**src/pkg/pwlc_pkg.sv**
```systemverilog
// Constants, bus carriers and register layout of the wake-up and brown-out control block.
package pwlc_pkg;
    localparam int          ADDR_W        = 8;
    localparam logic [7:0]  OFF_MAIN      = 8'h00;
    localparam logic [7:0]  OFF_STATUS    = 8'h04;
    localparam logic [7:0]  OFF_BROWNOUT  = 8'h08;
    // Main power control fields.
    localparam int          MAIN_LVL_LSB  = 5;
    localparam int          MAIN_DET_EN   = 4;
    localparam int          MAIN_DBG_CLR  = 3;
    localparam int          MAIN_WAKE_CLR = 2;
    // Status and wake-up fields.
    localparam int          ST_POL        = 10;
    localparam int          ST_B_EN       = 9;
    localparam int          ST_A_EN       = 8;
    localparam int          ST_DET_OUT    = 2;
    localparam int          ST_DBG_FLAG   = 1;
    localparam int          ST_WAKE_FLAG  = 0;
    // Brown-out control fields.
    localparam int          BO_OUT        = 15;
    localparam int          BO_LVL_LSB    = 11;
    localparam int          BO_EN         = 10;
    localparam int          BO_RST_EN     = 9;
    localparam int          BO_FIL_EN     = 8;
    localparam int          BO_CNT_LSB    = 0;
    localparam logic [31:0] BO_RESET      = 32'h0000_0400;
    localparam logic [31:0] BO_UNLOCK_KEY = 32'ha500_0000;
    // Cycles from a wake flag clear write to the flag dropping.
    localparam int          WAKE_CLR_CYC  = 2;
    localparam logic [1:0]  RESP_OKAY     = 2'h0;
    localparam logic [1:0]  RESP_SLVERR   = 2'h2;

    typedef struct packed {
        logic              awvalid;
        logic [ADDR_W-1:0] awaddr;
        logic              wvalid;
        logic [31:0]       wdata;
        logic [3:0]        wstrb;
        logic              bready;
        logic              arvalid;
        logic [ADDR_W-1:0] araddr;
        logic              rready;
    } pwlc_axi_req_s;

    typedef struct packed {
        logic        awready;
        logic        wready;
        logic        bvalid;
        logic [1:0]  bresp;
        logic        arready;
        logic        rvalid;
        logic [31:0] rdata;
        logic [1:0]  rresp;
    } pwlc_axi_rsp_s;
endpackage : pwlc_pkg

```
**src/design/pwlc_axi_slave.sv**
```systemverilog
// AXI4-Lite slave front end that turns bus transfers into single-cycle register strobes.
`timescale 1ns/1ps
module pwlc_axi_slave (
    input  wire logic                     clk_in,
    input  wire logic                     nrst_in,
    input  wire pwlc_pkg::pwlc_axi_req_s  axi_req_in,
    output pwlc_pkg::pwlc_axi_rsp_s       axi_rsp_out,
    output logic                          wr_en_out,
    output logic [pwlc_pkg::ADDR_W-1:0]   wr_addr_out,
    output logic [31:0]                   wr_data_out,
    output logic [3:0]                    wr_strb_out,
    input  wire logic                     wr_err_in,
    output logic                          rd_en_out,
    output logic [pwlc_pkg::ADDR_W-1:0]   rd_addr_out,
    input  wire logic [31:0]              rd_data_in,
    input  wire logic                     rd_err_in
);
    typedef struct packed {
        logic                        aw_have;
        logic [pwlc_pkg::ADDR_W-1:0] aw_addr;
        logic                        w_have;
        logic [31:0]                 w_data;
        logic [3:0]                  w_strb;
        logic                        bvalid;
        logic [1:0]                  bresp;
        logic                        rvalid;
        logic [31:0]                 rdata;
        logic [1:0]                  rresp;
    } pwlc_slv_s;

    pwlc_slv_s s_r;
    pwlc_slv_s s_nxt;
    logic      aw_rdy;
    logic      w_rdy;
    logic      ar_rdy;

    // Channels stay closed while a response waits, so one write and one read are in flight at most.
    assign aw_rdy      = !s_r.aw_have && !s_r.bvalid;
    assign w_rdy       = !s_r.w_have && !s_r.bvalid;
    assign ar_rdy      = !s_r.rvalid;
    assign wr_en_out   = s_r.aw_have && s_r.w_have;
    assign wr_addr_out = s_r.aw_addr;
    assign wr_data_out = s_r.w_data;
    assign wr_strb_out = s_r.w_strb;
    assign rd_en_out   = axi_req_in.arvalid && ar_rdy;
    assign rd_addr_out = axi_req_in.araddr;

    // Responses are driven from the registered state.
    always_comb begin
        axi_rsp_out.awready = aw_rdy;
        axi_rsp_out.wready  = w_rdy;
        axi_rsp_out.bvalid  = s_r.bvalid;
        axi_rsp_out.bresp   = s_r.bresp;
        axi_rsp_out.arready = ar_rdy;
        axi_rsp_out.rvalid  = s_r.rvalid;
        axi_rsp_out.rdata   = s_r.rdata;
        axi_rsp_out.rresp   = s_r.rresp;
    end

    // Address and data are taken in either order; the write fires once both are held.
    always_comb begin
        s_nxt = s_r;
        if (axi_req_in.awvalid && aw_rdy) begin
            s_nxt.aw_have = 1'b1;
            s_nxt.aw_addr = axi_req_in.awaddr;
        end
        if (axi_req_in.wvalid && w_rdy) begin
            s_nxt.w_have = 1'b1;
            s_nxt.w_data = axi_req_in.wdata;
            s_nxt.w_strb = axi_req_in.wstrb;
        end
        if (wr_en_out) begin
            s_nxt.aw_have = 1'b0;
            s_nxt.w_have  = 1'b0;
            s_nxt.bvalid  = 1'b1;
            s_nxt.bresp   = wr_err_in ? pwlc_pkg::RESP_SLVERR : pwlc_pkg::RESP_OKAY;
        end
        if (s_r.bvalid && axi_req_in.bready) begin
            s_nxt.bvalid = 1'b0;
        end
        if (s_r.rvalid && axi_req_in.rready) begin
            s_nxt.rvalid = 1'b0;
        end
        if (rd_en_out) begin
            s_nxt.rvalid = 1'b1;
            s_nxt.rdata  = rd_data_in;
            s_nxt.rresp  = rd_err_in ? pwlc_pkg::RESP_SLVERR : pwlc_pkg::RESP_OKAY;
        end
    end

    // Synchronous reset empties every channel.
    always_ff @(posedge clk_in) begin
        if (!nrst_in) begin
            s_r <= '0;
        end else begin
            s_r <= s_nxt;
        end
    end
endmodule : pwlc_axi_slave

```
**src/design/pwlc_glitch_filter.sv**
```systemverilog
// Glitch filter that lets a comparator level through only after it stays put for a set number of slow ticks.
`timescale 1ns/1ps
module pwlc_glitch_filter (
    input  wire logic       clk_in,
    input  wire logic       nrst_in,
    input  wire logic       raw_in,
    input  wire logic       enable_in,
    input  wire logic [7:0] count_in,
    input  wire logic       tick_in,
    output logic            filt_out
);
    typedef struct packed {
        logic       level;
        logic [7:0] cnt;
    } pwlc_filt_s;

    pwlc_filt_s s_r;
    pwlc_filt_s s_nxt;

    assign filt_out = s_r.level;

    // A disabled filter or a zero count passes the raw level on the next edge.
    always_comb begin
        s_nxt = s_r;
        if (!enable_in || count_in == 8'h00) begin
            s_nxt.level = raw_in;
            s_nxt.cnt   = 8'h00;
        end else if (raw_in == s_r.level) begin
            s_nxt.cnt = 8'h00;
        end else if (tick_in) begin
            // Any bounce back to the old level restarts the count above.
            if (s_r.cnt + 8'h01 >= count_in) begin
                s_nxt.level = raw_in;
                s_nxt.cnt   = 8'h00;
            end else begin
                s_nxt.cnt = s_r.cnt + 8'h01;
            end
        end
    end

    always_ff @(posedge clk_in) begin
        if (!nrst_in) begin
            s_r <= '0;
        end else begin
            s_r <= s_nxt;
        end
    end
endmodule : pwlc_glitch_filter

```
**src/design/pwlc_power_wakeup.sv**
```systemverilog
// Wake-up pin control, sticky power-down flags and brown-out reset control behind an AXI4-Lite port.
//
// Local design decision: the AXI4-Lite interface to the registers.
`timescale 1ns/1ps
module pwlc_power_wakeup (
    input  wire logic                     clk_in,
    input  wire logic                     nrst_in,
    input  wire logic                     por_nrst_in,
    input  wire pwlc_pkg::pwlc_axi_req_s  axi_req_in,
    output pwlc_pkg::pwlc_axi_rsp_s       axi_rsp_out,
    input  wire logic                     wake_pin_a_in,
    input  wire logic                     wake_pin_b_in,
    input  wire logic                     pd_mode_in,
    input  wire logic                     dbg_pd_mode_in,
    input  wire logic                     dbg_pd_enter_in,
    input  wire logic                     det_cmp_in,
    input  wire logic                     bo_cmp_in,
    input  wire logic                     lsi_tick_in,
    output logic                          wake_req_out,
    output logic                          det_enable_out,
    output logic [3:0]                    det_level_out,
    output logic                          bo_enable_out,
    output logic [3:0]                    bo_level_out,
    output logic                          bo_reset_out
);
    typedef struct packed {
        logic       pin_a_q;
        logic       pin_b_q;
        logic       wake_pol;
        logic       wake_a_en;
        logic       wake_b_en;
        logic       dbg_flag;
        logic       wake_flag;
        logic [1:0] wclr_pipe;
        logic       det_en;
        logic [3:0] det_lvl;
        logic       bo_key_ok;
        logic [3:0] bo_lvl;
        logic       bo_en;
        logic       bo_rst_en;
        logic       bo_fil_en;
        logic [7:0] bo_cnt;
        logic       wake_req;
        logic       bo_rst;
    } pwlc_main_s;

    // Reset picture; the brown-out fields follow the documented reset word.
    localparam pwlc_main_s RST_VAL = '{
        bo_lvl    : pwlc_pkg::BO_RESET[pwlc_pkg::BO_LVL_LSB +: 4],
        bo_en     : pwlc_pkg::BO_RESET[pwlc_pkg::BO_EN],
        bo_rst_en : pwlc_pkg::BO_RESET[pwlc_pkg::BO_RST_EN],
        bo_fil_en : pwlc_pkg::BO_RESET[pwlc_pkg::BO_FIL_EN],
        bo_cnt    : pwlc_pkg::BO_RESET[pwlc_pkg::BO_CNT_LSB +: 8],
        default   : '0
    };

    pwlc_main_s                  s_r;
    pwlc_main_s                  s_nxt;
    logic                        wr_en;
    logic [pwlc_pkg::ADDR_W-1:0] wr_addr;
    logic [31:0]                 wr_data;
    logic [3:0]                  wr_strb;
    logic                        wr_err;
    logic                        rd_en;
    logic [pwlc_pkg::ADDR_W-1:0] rd_addr;
    logic [31:0]                 rd_data;
    logic                        rd_err;
    logic                        bo_seen;
    logic                        edge_a;
    logic                        edge_b;
    logic                        wake_evt;
    logic [31:0]                 main_wd;
    logic [31:0]                 stat_wd;
    logic [31:0]                 bo_wd;
    logic [31:0]                 main_rd;
    logic [31:0]                 stat_rd;
    logic [31:0]                 bo_rd;

    // Merges a write into the old word, one byte lane per strobe bit.
    function automatic logic [31:0] lane_merge(input logic [31:0] old_w,
                                               input logic [31:0] new_w,
                                               input logic [3:0]  strb);
        logic [31:0] res;
        res = old_w;
        for (int i = 0; i < 4; i++) begin
            if (strb[i]) begin
                res[i*8 +: 8] = new_w[i*8 +: 8];
            end
        end
        return res;
    endfunction : lane_merge

    // Picks the selected edge of a pin from its old and new level.
    function automatic logic pin_edge(input logic old_l,
                                      input logic new_l,
                                      input logic rising);
        return rising ? (new_l && !old_l) : (old_l && !new_l);
    endfunction : pin_edge

    pwlc_axi_slave u_slave (
        .clk_in      (clk_in),
        .nrst_in     (nrst_in),
        .axi_req_in  (axi_req_in),
        .axi_rsp_out (axi_rsp_out),
        .wr_en_out   (wr_en),
        .wr_addr_out (wr_addr),
        .wr_data_out (wr_data),
        .wr_strb_out (wr_strb),
        .wr_err_in   (wr_err),
        .rd_en_out   (rd_en),
        .rd_addr_out (rd_addr),
        .rd_data_in  (rd_data),
        .rd_err_in   (rd_err)
    );

    // The filter sits in the reset path, so it runs on every edge regardless of the reset enable.
    pwlc_glitch_filter u_filter (
        .clk_in    (clk_in),
        .nrst_in   (nrst_in),
        .raw_in    (bo_cmp_in),
        .enable_in (s_r.bo_fil_en),
        .count_in  (s_r.bo_cnt),
        .tick_in   (lsi_tick_in),
        .filt_out  (bo_seen)
    );

    // Wake edges count only while the chip sits in power-down mode.
    assign edge_a   = pin_edge(s_r.pin_a_q, wake_pin_a_in, s_r.wake_pol);
    assign edge_b   = pin_edge(s_r.pin_b_q, wake_pin_b_in, s_r.wake_pol);
    assign wake_evt = pd_mode_in && ((s_r.wake_a_en && edge_a) || (s_r.wake_b_en && edge_b));

    // Words as a write would leave them, byte lanes applied.
    assign main_wd = lane_merge(main_rd, wr_data, wr_strb);
    assign stat_wd = lane_merge(stat_rd, wr_data, wr_strb);
    assign bo_wd   = lane_merge(bo_rd, wr_data, wr_strb);

    // Read views; clear bits and the key byte always read as zero.
    always_comb begin
        main_rd = '0;
        main_rd[pwlc_pkg::MAIN_LVL_LSB +: 4] = s_r.det_lvl;
        main_rd[pwlc_pkg::MAIN_DET_EN]       = s_r.det_en;
        stat_rd = '0;
        stat_rd[pwlc_pkg::ST_POL]       = s_r.wake_pol;
        stat_rd[pwlc_pkg::ST_B_EN]      = s_r.wake_b_en;
        stat_rd[pwlc_pkg::ST_A_EN]      = s_r.wake_a_en;
        stat_rd[pwlc_pkg::ST_DET_OUT]   = s_r.det_en && det_cmp_in;
        stat_rd[pwlc_pkg::ST_DBG_FLAG]  = s_r.dbg_flag;
        stat_rd[pwlc_pkg::ST_WAKE_FLAG] = s_r.wake_flag;
        bo_rd = '0;
        bo_rd[pwlc_pkg::BO_OUT]           = s_r.bo_en && bo_seen;
        bo_rd[pwlc_pkg::BO_LVL_LSB +: 4]  = s_r.bo_lvl;
        bo_rd[pwlc_pkg::BO_EN]            = s_r.bo_en;
        bo_rd[pwlc_pkg::BO_RST_EN]        = s_r.bo_rst_en;
        bo_rd[pwlc_pkg::BO_FIL_EN]        = s_r.bo_fil_en;
        bo_rd[pwlc_pkg::BO_CNT_LSB +: 8]  = s_r.bo_cnt;
    end

    // Read decode; an unmapped address answers with an error and zero data.
    always_comb begin
        rd_data = '0;
        rd_err  = 1'b0;
        if (rd_addr == pwlc_pkg::OFF_MAIN) begin
            rd_data = main_rd;
        end else if (rd_addr == pwlc_pkg::OFF_STATUS) begin
            rd_data = stat_rd;
        end else if (rd_addr == pwlc_pkg::OFF_BROWNOUT) begin
            rd_data = bo_rd;
        end else begin
            rd_err = 1'b1;
        end
    end

    assign wr_err = wr_addr != pwlc_pkg::OFF_MAIN && wr_addr != pwlc_pkg::OFF_STATUS
                    && wr_addr != pwlc_pkg::OFF_BROWNOUT;

    // Next-state logic for registers, flags and the brown-out reset.
    always_comb begin
        s_nxt           = s_r;
        s_nxt.pin_a_q   = wake_pin_a_in;
        s_nxt.pin_b_q   = wake_pin_b_in;
        s_nxt.wake_req  = wake_evt;
        s_nxt.wclr_pipe = {s_r.wclr_pipe[0], 1'b0};

        // Register writes.
        if (wr_en && wr_addr == pwlc_pkg::OFF_MAIN) begin
            s_nxt.det_lvl      = main_wd[pwlc_pkg::MAIN_LVL_LSB +: 4];
            s_nxt.det_en       = main_wd[pwlc_pkg::MAIN_DET_EN];
            s_nxt.wclr_pipe[0] = wr_strb[0] && wr_data[pwlc_pkg::MAIN_WAKE_CLR];
            if (wr_strb[0] && wr_data[pwlc_pkg::MAIN_DBG_CLR]) begin
                s_nxt.dbg_flag = 1'b0;
            end
        end else if (wr_en && wr_addr == pwlc_pkg::OFF_STATUS) begin
            // Software should drop both enables before flipping the edge polarity.
            s_nxt.wake_pol  = stat_wd[pwlc_pkg::ST_POL];
            s_nxt.wake_b_en = stat_wd[pwlc_pkg::ST_B_EN];
            s_nxt.wake_a_en = stat_wd[pwlc_pkg::ST_A_EN];
        end else if (wr_en && wr_addr == pwlc_pkg::OFF_BROWNOUT) begin
            // A key write only unlocks; any other write lands only when unlocked, then relocks.
            if (wr_strb == 4'hf && wr_data == pwlc_pkg::BO_UNLOCK_KEY) begin
                s_nxt.bo_key_ok = 1'b1;
            end else begin
                s_nxt.bo_key_ok = 1'b0;
                if (s_r.bo_key_ok) begin
                    s_nxt.bo_lvl    = bo_wd[pwlc_pkg::BO_LVL_LSB +: 4];
                    s_nxt.bo_en     = bo_wd[pwlc_pkg::BO_EN];
                    s_nxt.bo_rst_en = bo_wd[pwlc_pkg::BO_RST_EN];
                    s_nxt.bo_fil_en = bo_wd[pwlc_pkg::BO_FIL_EN];
                    s_nxt.bo_cnt    = bo_wd[pwlc_pkg::BO_CNT_LSB +: 8];
                end
            end
        end

        // Delayed wake flag clear; setting below still wins in the same cycle.
        if (s_r.wclr_pipe[pwlc_pkg::WAKE_CLR_CYC-1]) begin
            s_nxt.wake_flag = 1'b0;
        end

        // Hardware sets beat software clears so no event is lost.
        if (dbg_pd_enter_in) begin
            s_nxt.dbg_flag = 1'b1;
        end
        if (wake_evt && dbg_pd_mode_in) begin
            s_nxt.wake_flag = 1'b1;
        end

        // Reset request follows the filtered or raw comparator per the filter setting.
        s_nxt.bo_rst = s_r.bo_en && s_r.bo_rst_en && bo_seen;
    end

    // The power-on reset loads the reset picture into every field; a system reset spares the wake enables and both flags.
    always_ff @(posedge clk_in) begin
        if (!por_nrst_in) begin
            s_r <= RST_VAL;
        end else if (!nrst_in) begin
            s_r           <= RST_VAL;
            s_r.wake_a_en <= s_r.wake_a_en;
            s_r.wake_b_en <= s_r.wake_b_en;
            s_r.dbg_flag  <= s_r.dbg_flag;
            s_r.wake_flag <= s_r.wake_flag;
        end else begin
            s_r <= s_nxt;
        end
    end

    // Controls for the analog comparators come straight from the registers.
    assign wake_req_out   = s_r.wake_req;
    assign det_enable_out = s_r.det_en;
    assign det_level_out  = s_r.det_lvl;
    assign bo_enable_out  = s_r.bo_en;
    assign bo_level_out   = s_r.bo_lvl;
    assign bo_reset_out   = s_r.bo_rst;
endmodule : pwlc_power_wakeup

```
**config.mk**
```make
export PLATFORM = sky130hd
export DESIGN_NAME = pwlc_power_wakeup
export DESIGN_NICKNAME = d
export VERILOG_FILES = /design/src/pkg/pwlc_pkg.sv /design/src/design/pwlc_axi_slave.sv /design/src/design/pwlc_glitch_filter.sv /design/src/design/pwlc_power_wakeup.sv
export SDC_FILE = /design/constraint.sdc
export NUM_CORES = 1
export LEC_CHECK = 0
export ABC_CLOCK_PERIOD_IN_PS = 4850
export BUFFER_PORTS_ARGS = -buffer_cell sky130_fd_sc_hd__buf_2
export CORE_UTILIZATION = 35
export CTS_CLUSTER_SIZE = 12
export DETAILED_ROUTE_END_ITERATION = 10
export SLEW_MARGIN = 20
export SYNTH_ARGS = -nofsm -noshare
export SYNTH_HDL_FRONTEND = slang
export SYNTH_SLANG_ARGS = --single-unit
```
**constraint.sdc**
```tcl
create_clock -name clk_in -period 4.85 [get_ports clk_in]
set_input_delay 0.7275 -clock clk_in [delete_from_list [all_inputs] [get_ports clk_in]]
set_output_delay 0.7275 -clock clk_in [all_outputs]
set_load 0.1 [all_outputs]
```
==> metrics.yaml <==
grt_pass1_vias: 3880
synth_edf_count: 0
cts_setup_buffers: 0
antenna_found_initial: 0
start_util_pct: 36.2
die_height_um: 122
place_congestion: 0.783
final_layout_size_suffix_gt1_share_pct: 21.1
hold_class: "reg -> reg"
wl_per_cell_um: 14.0
die_w_um: 122
fin_nets: 723
yosysUniqueCellTypes: 56
diodes: 0
cts.sinks: 107
seq_area_frac_synth_pct: 42.2
cp_slowest_cell: "dfxtp_1"
rsz0062_at_grt: "false"
crit_path_start_kind: "flop"
worst_slew_pin_slew_ns: 0.826
gr-usage-all-layers_pct: 16.5
fp.coreArea_sq_um: 14000
htree_levels: 3
final_cell_mix: "nand2_1 (129), dfxtp_1 (107), buf_2 (102), a21boi_1 (47), nor2b_1 (22)"
dp_hpwl_mm: 8.66
drt-initial-drc-count: 273
cp_num_buf_inv: 0
grt_first_pass_wirelength_mm: 19.2
ys.warnings.count: 0
path_clk_slew_ns: 0.07
crit_type: "reg -> reg"
cp-end-kind: "flop"
synth_cells: 590
peakVddDrop_uv: 179
ys_ff_latch: 107
io_pins: 121
numPortBuffers: 102
cp_cell_sequence: "and3_1, nand3_1, o21a_1, or2_1, ha_1, a21oi_1, o21a_1, and4b_1, o21ai_1, a21oi_1"
tns_ns: 0
grt_overflow_total: 0
slowest_delay_ns: 0.42
period_share_pct: 52.8
cp_max_fo: 9
dr.pass1.iters: 5
crit_required_ns: 5.12
syn_area_sq_um: 5080
rows: 43
cts_resized: 0
dieArea_sq_um: 15000
final_common_cell: "nand2_1"
leakage_nw: 2.37
syn_avg_cell_area_sq_um: 8.61
fmax_mhz: 391
slew-limit-headroom_pct: 44.8
skew_ns: 0.00613
hold_viol: 0
clock_latency_ns: 0.35
numCtsBuffers: 9
areaGrowthSynthToFinish_pct: 12.3
ant_nets: 0
vias: 4053
holdWs_ns: 0.453
wirelength_mm: 11.6
cts_tree: "yes"
dominantRegCellSynth: "dfxtp_1"
hold_buffers: 0
cp_top_family: "compound AO/OA/AOI/OAI gates"
power_density_nw_per_um2: 332
routed_via_density: 4.88
grt_max_degree: 78
status: "complete, no violations"
drc: 0
async_reset_ff_share_pct: 0
drv_slew: 0
cts_buffer_depth: 2
cts-root-buf: "clkbuf_16"
cap_violations: 0
finalSetupViolCount: 0
min_period_ns: 2.56
worstPathArrival_ns: 2.83
[metrics by stage]
stage | instance area, sq um | instances | setup WS, ns | total power, W | utilization [%]
2_1_floorplan | 5140 | 607 | 2.51 | 0.00115 | -
3_3_place_gp | 5420 | 815 | 2.41 | 0.00120 | 38.6
3_5_place_dp | 5420 | 815 | 2.29 | 0.00120 | 38.6
4_1_cts | 5700 | 830 | 2.28 | 0.00191 | 40.6
5_1_grt | 5700 | 830 | 2.05 | 0.00197 | 40.6
6_report | 5700 | 830 | 2.29 | 0.00189 | 40.6
[report_power, final]
group / switching [W] / internal (W)
clock: 0.000319 / 0.000396
sequential: 0.0000247 / 0.000908
combinational: 0.000180 / 0.0000652
[cells in the mapped netlist (2+ instances only)]
cell type	number	area [sq um]
mux2i_1	18	180
nand2_1	130	488
a21boi_1	47	353
inv_1	12	45.0
ha_1	9	113
o21ai_1	6	30.0
nor4b_1	4	35.0
nor3_1	7	35.0
nand3_1	13	65.1
and2_1	5	31.3
nand3_2	2	20.0
and3_1	8	50.1
nand4b_1	2	17.5
a32oi_1	2	17.5
buf_1	4	15.0
o21a_1	2	15.0
nand4_1	6	37.5
a21oi_1	19	95.1
nor4bb_1	3	30.0
a222oi_1	4	40.0
nor3b_1	3	22.5
o21ai_0	2	10.0
clkbuf_1	21	78.8
xor2_1	3	26.3
o211ai_1	2	15.0
xnor2_1	3	26.3
a22oi_1	9	67.6
nand2b_1	12	75.1
buf_4	49	368
nor2b_1	22	138
dfxtp_1	107	2140
nor2_1	16	60.1
o21ai_2	8	70.1
nor4_1	8	50.1
[metal layers]
layer | GRT usage (%) | vias to the layer above | share of wire, % | wire length [um]
li1 | - | 2071 | - | -
met1 | 21.7 | 1834 | 48 | 5570
met2 | 26.8 | 131 | 45 | 5190
met3 | 3.35 | 17 | 5.5 | 641
met4 | 5.95 | 0 | 1.9 | 219
met5 | 0 | - | 0 | 0
[tightest hold or removal path, delay by kind of cell, from the launching register on]
family,cells,cell delay [ns]
compound gates,1,0.05
flops,1,0.31
simple gates,1,0.05
[worst paths after layout]
kind / start / end / slack, ns / depth (start not counted)
worst max-delay path: u_filter.s_r[0] / u_filter.s_r[2] / 2.29 / 10
worst min-delay path: u_slave.wr_addr_out[7] / u_slave.wr_addr_out[7] / 0.45 / 2
worst max register to register: u_filter.s_r[0] / u_filter.s_r[2] / 2.29 / 10
worst min register to register: u_slave.wr_addr_out[7] / u_slave.wr_addr_out[7] / 0.45 / 2
[layout make-up]
type	count	area (sq um)
fill	1418	8340
multi-input combinational	411	2480
sequential	107	2140
timing repair buffer	104	526
clock buffer	10	229
tap	180	225
clock inverter	5	55.1
inverter	13	48.8
[logic make-up after synthesis]
family                   Yosys count  share of synthesized area [%]
XOR/XNOR                           6                           1.03
flip-flops                       107                           42.2
adder cells (fa/ha/maj)            9                           2.22
AND/OR/NAND/NOR                  251                           24.8
AO/OA/AOI/OAI                    109                           15.8
buffers and inverters             89                           10.4
multiplexers                      18                           3.55
other                              1                         0.0738
[state kept, by name, indices dropped and copies added (netlist names), 2 cells and up]
register and flops:
u_slave.axi_rsp_out 20, bo_level_out 4, u_slave.wr_strb_out 4, det_level_out 4, u_filter.s_r 8, u_slave.wr_addr_out 8, s_r 9, u_slave.s_r 2
u_slave.wr_data_out 32, bo_rd 10
(Power assumes the default switching activity.)
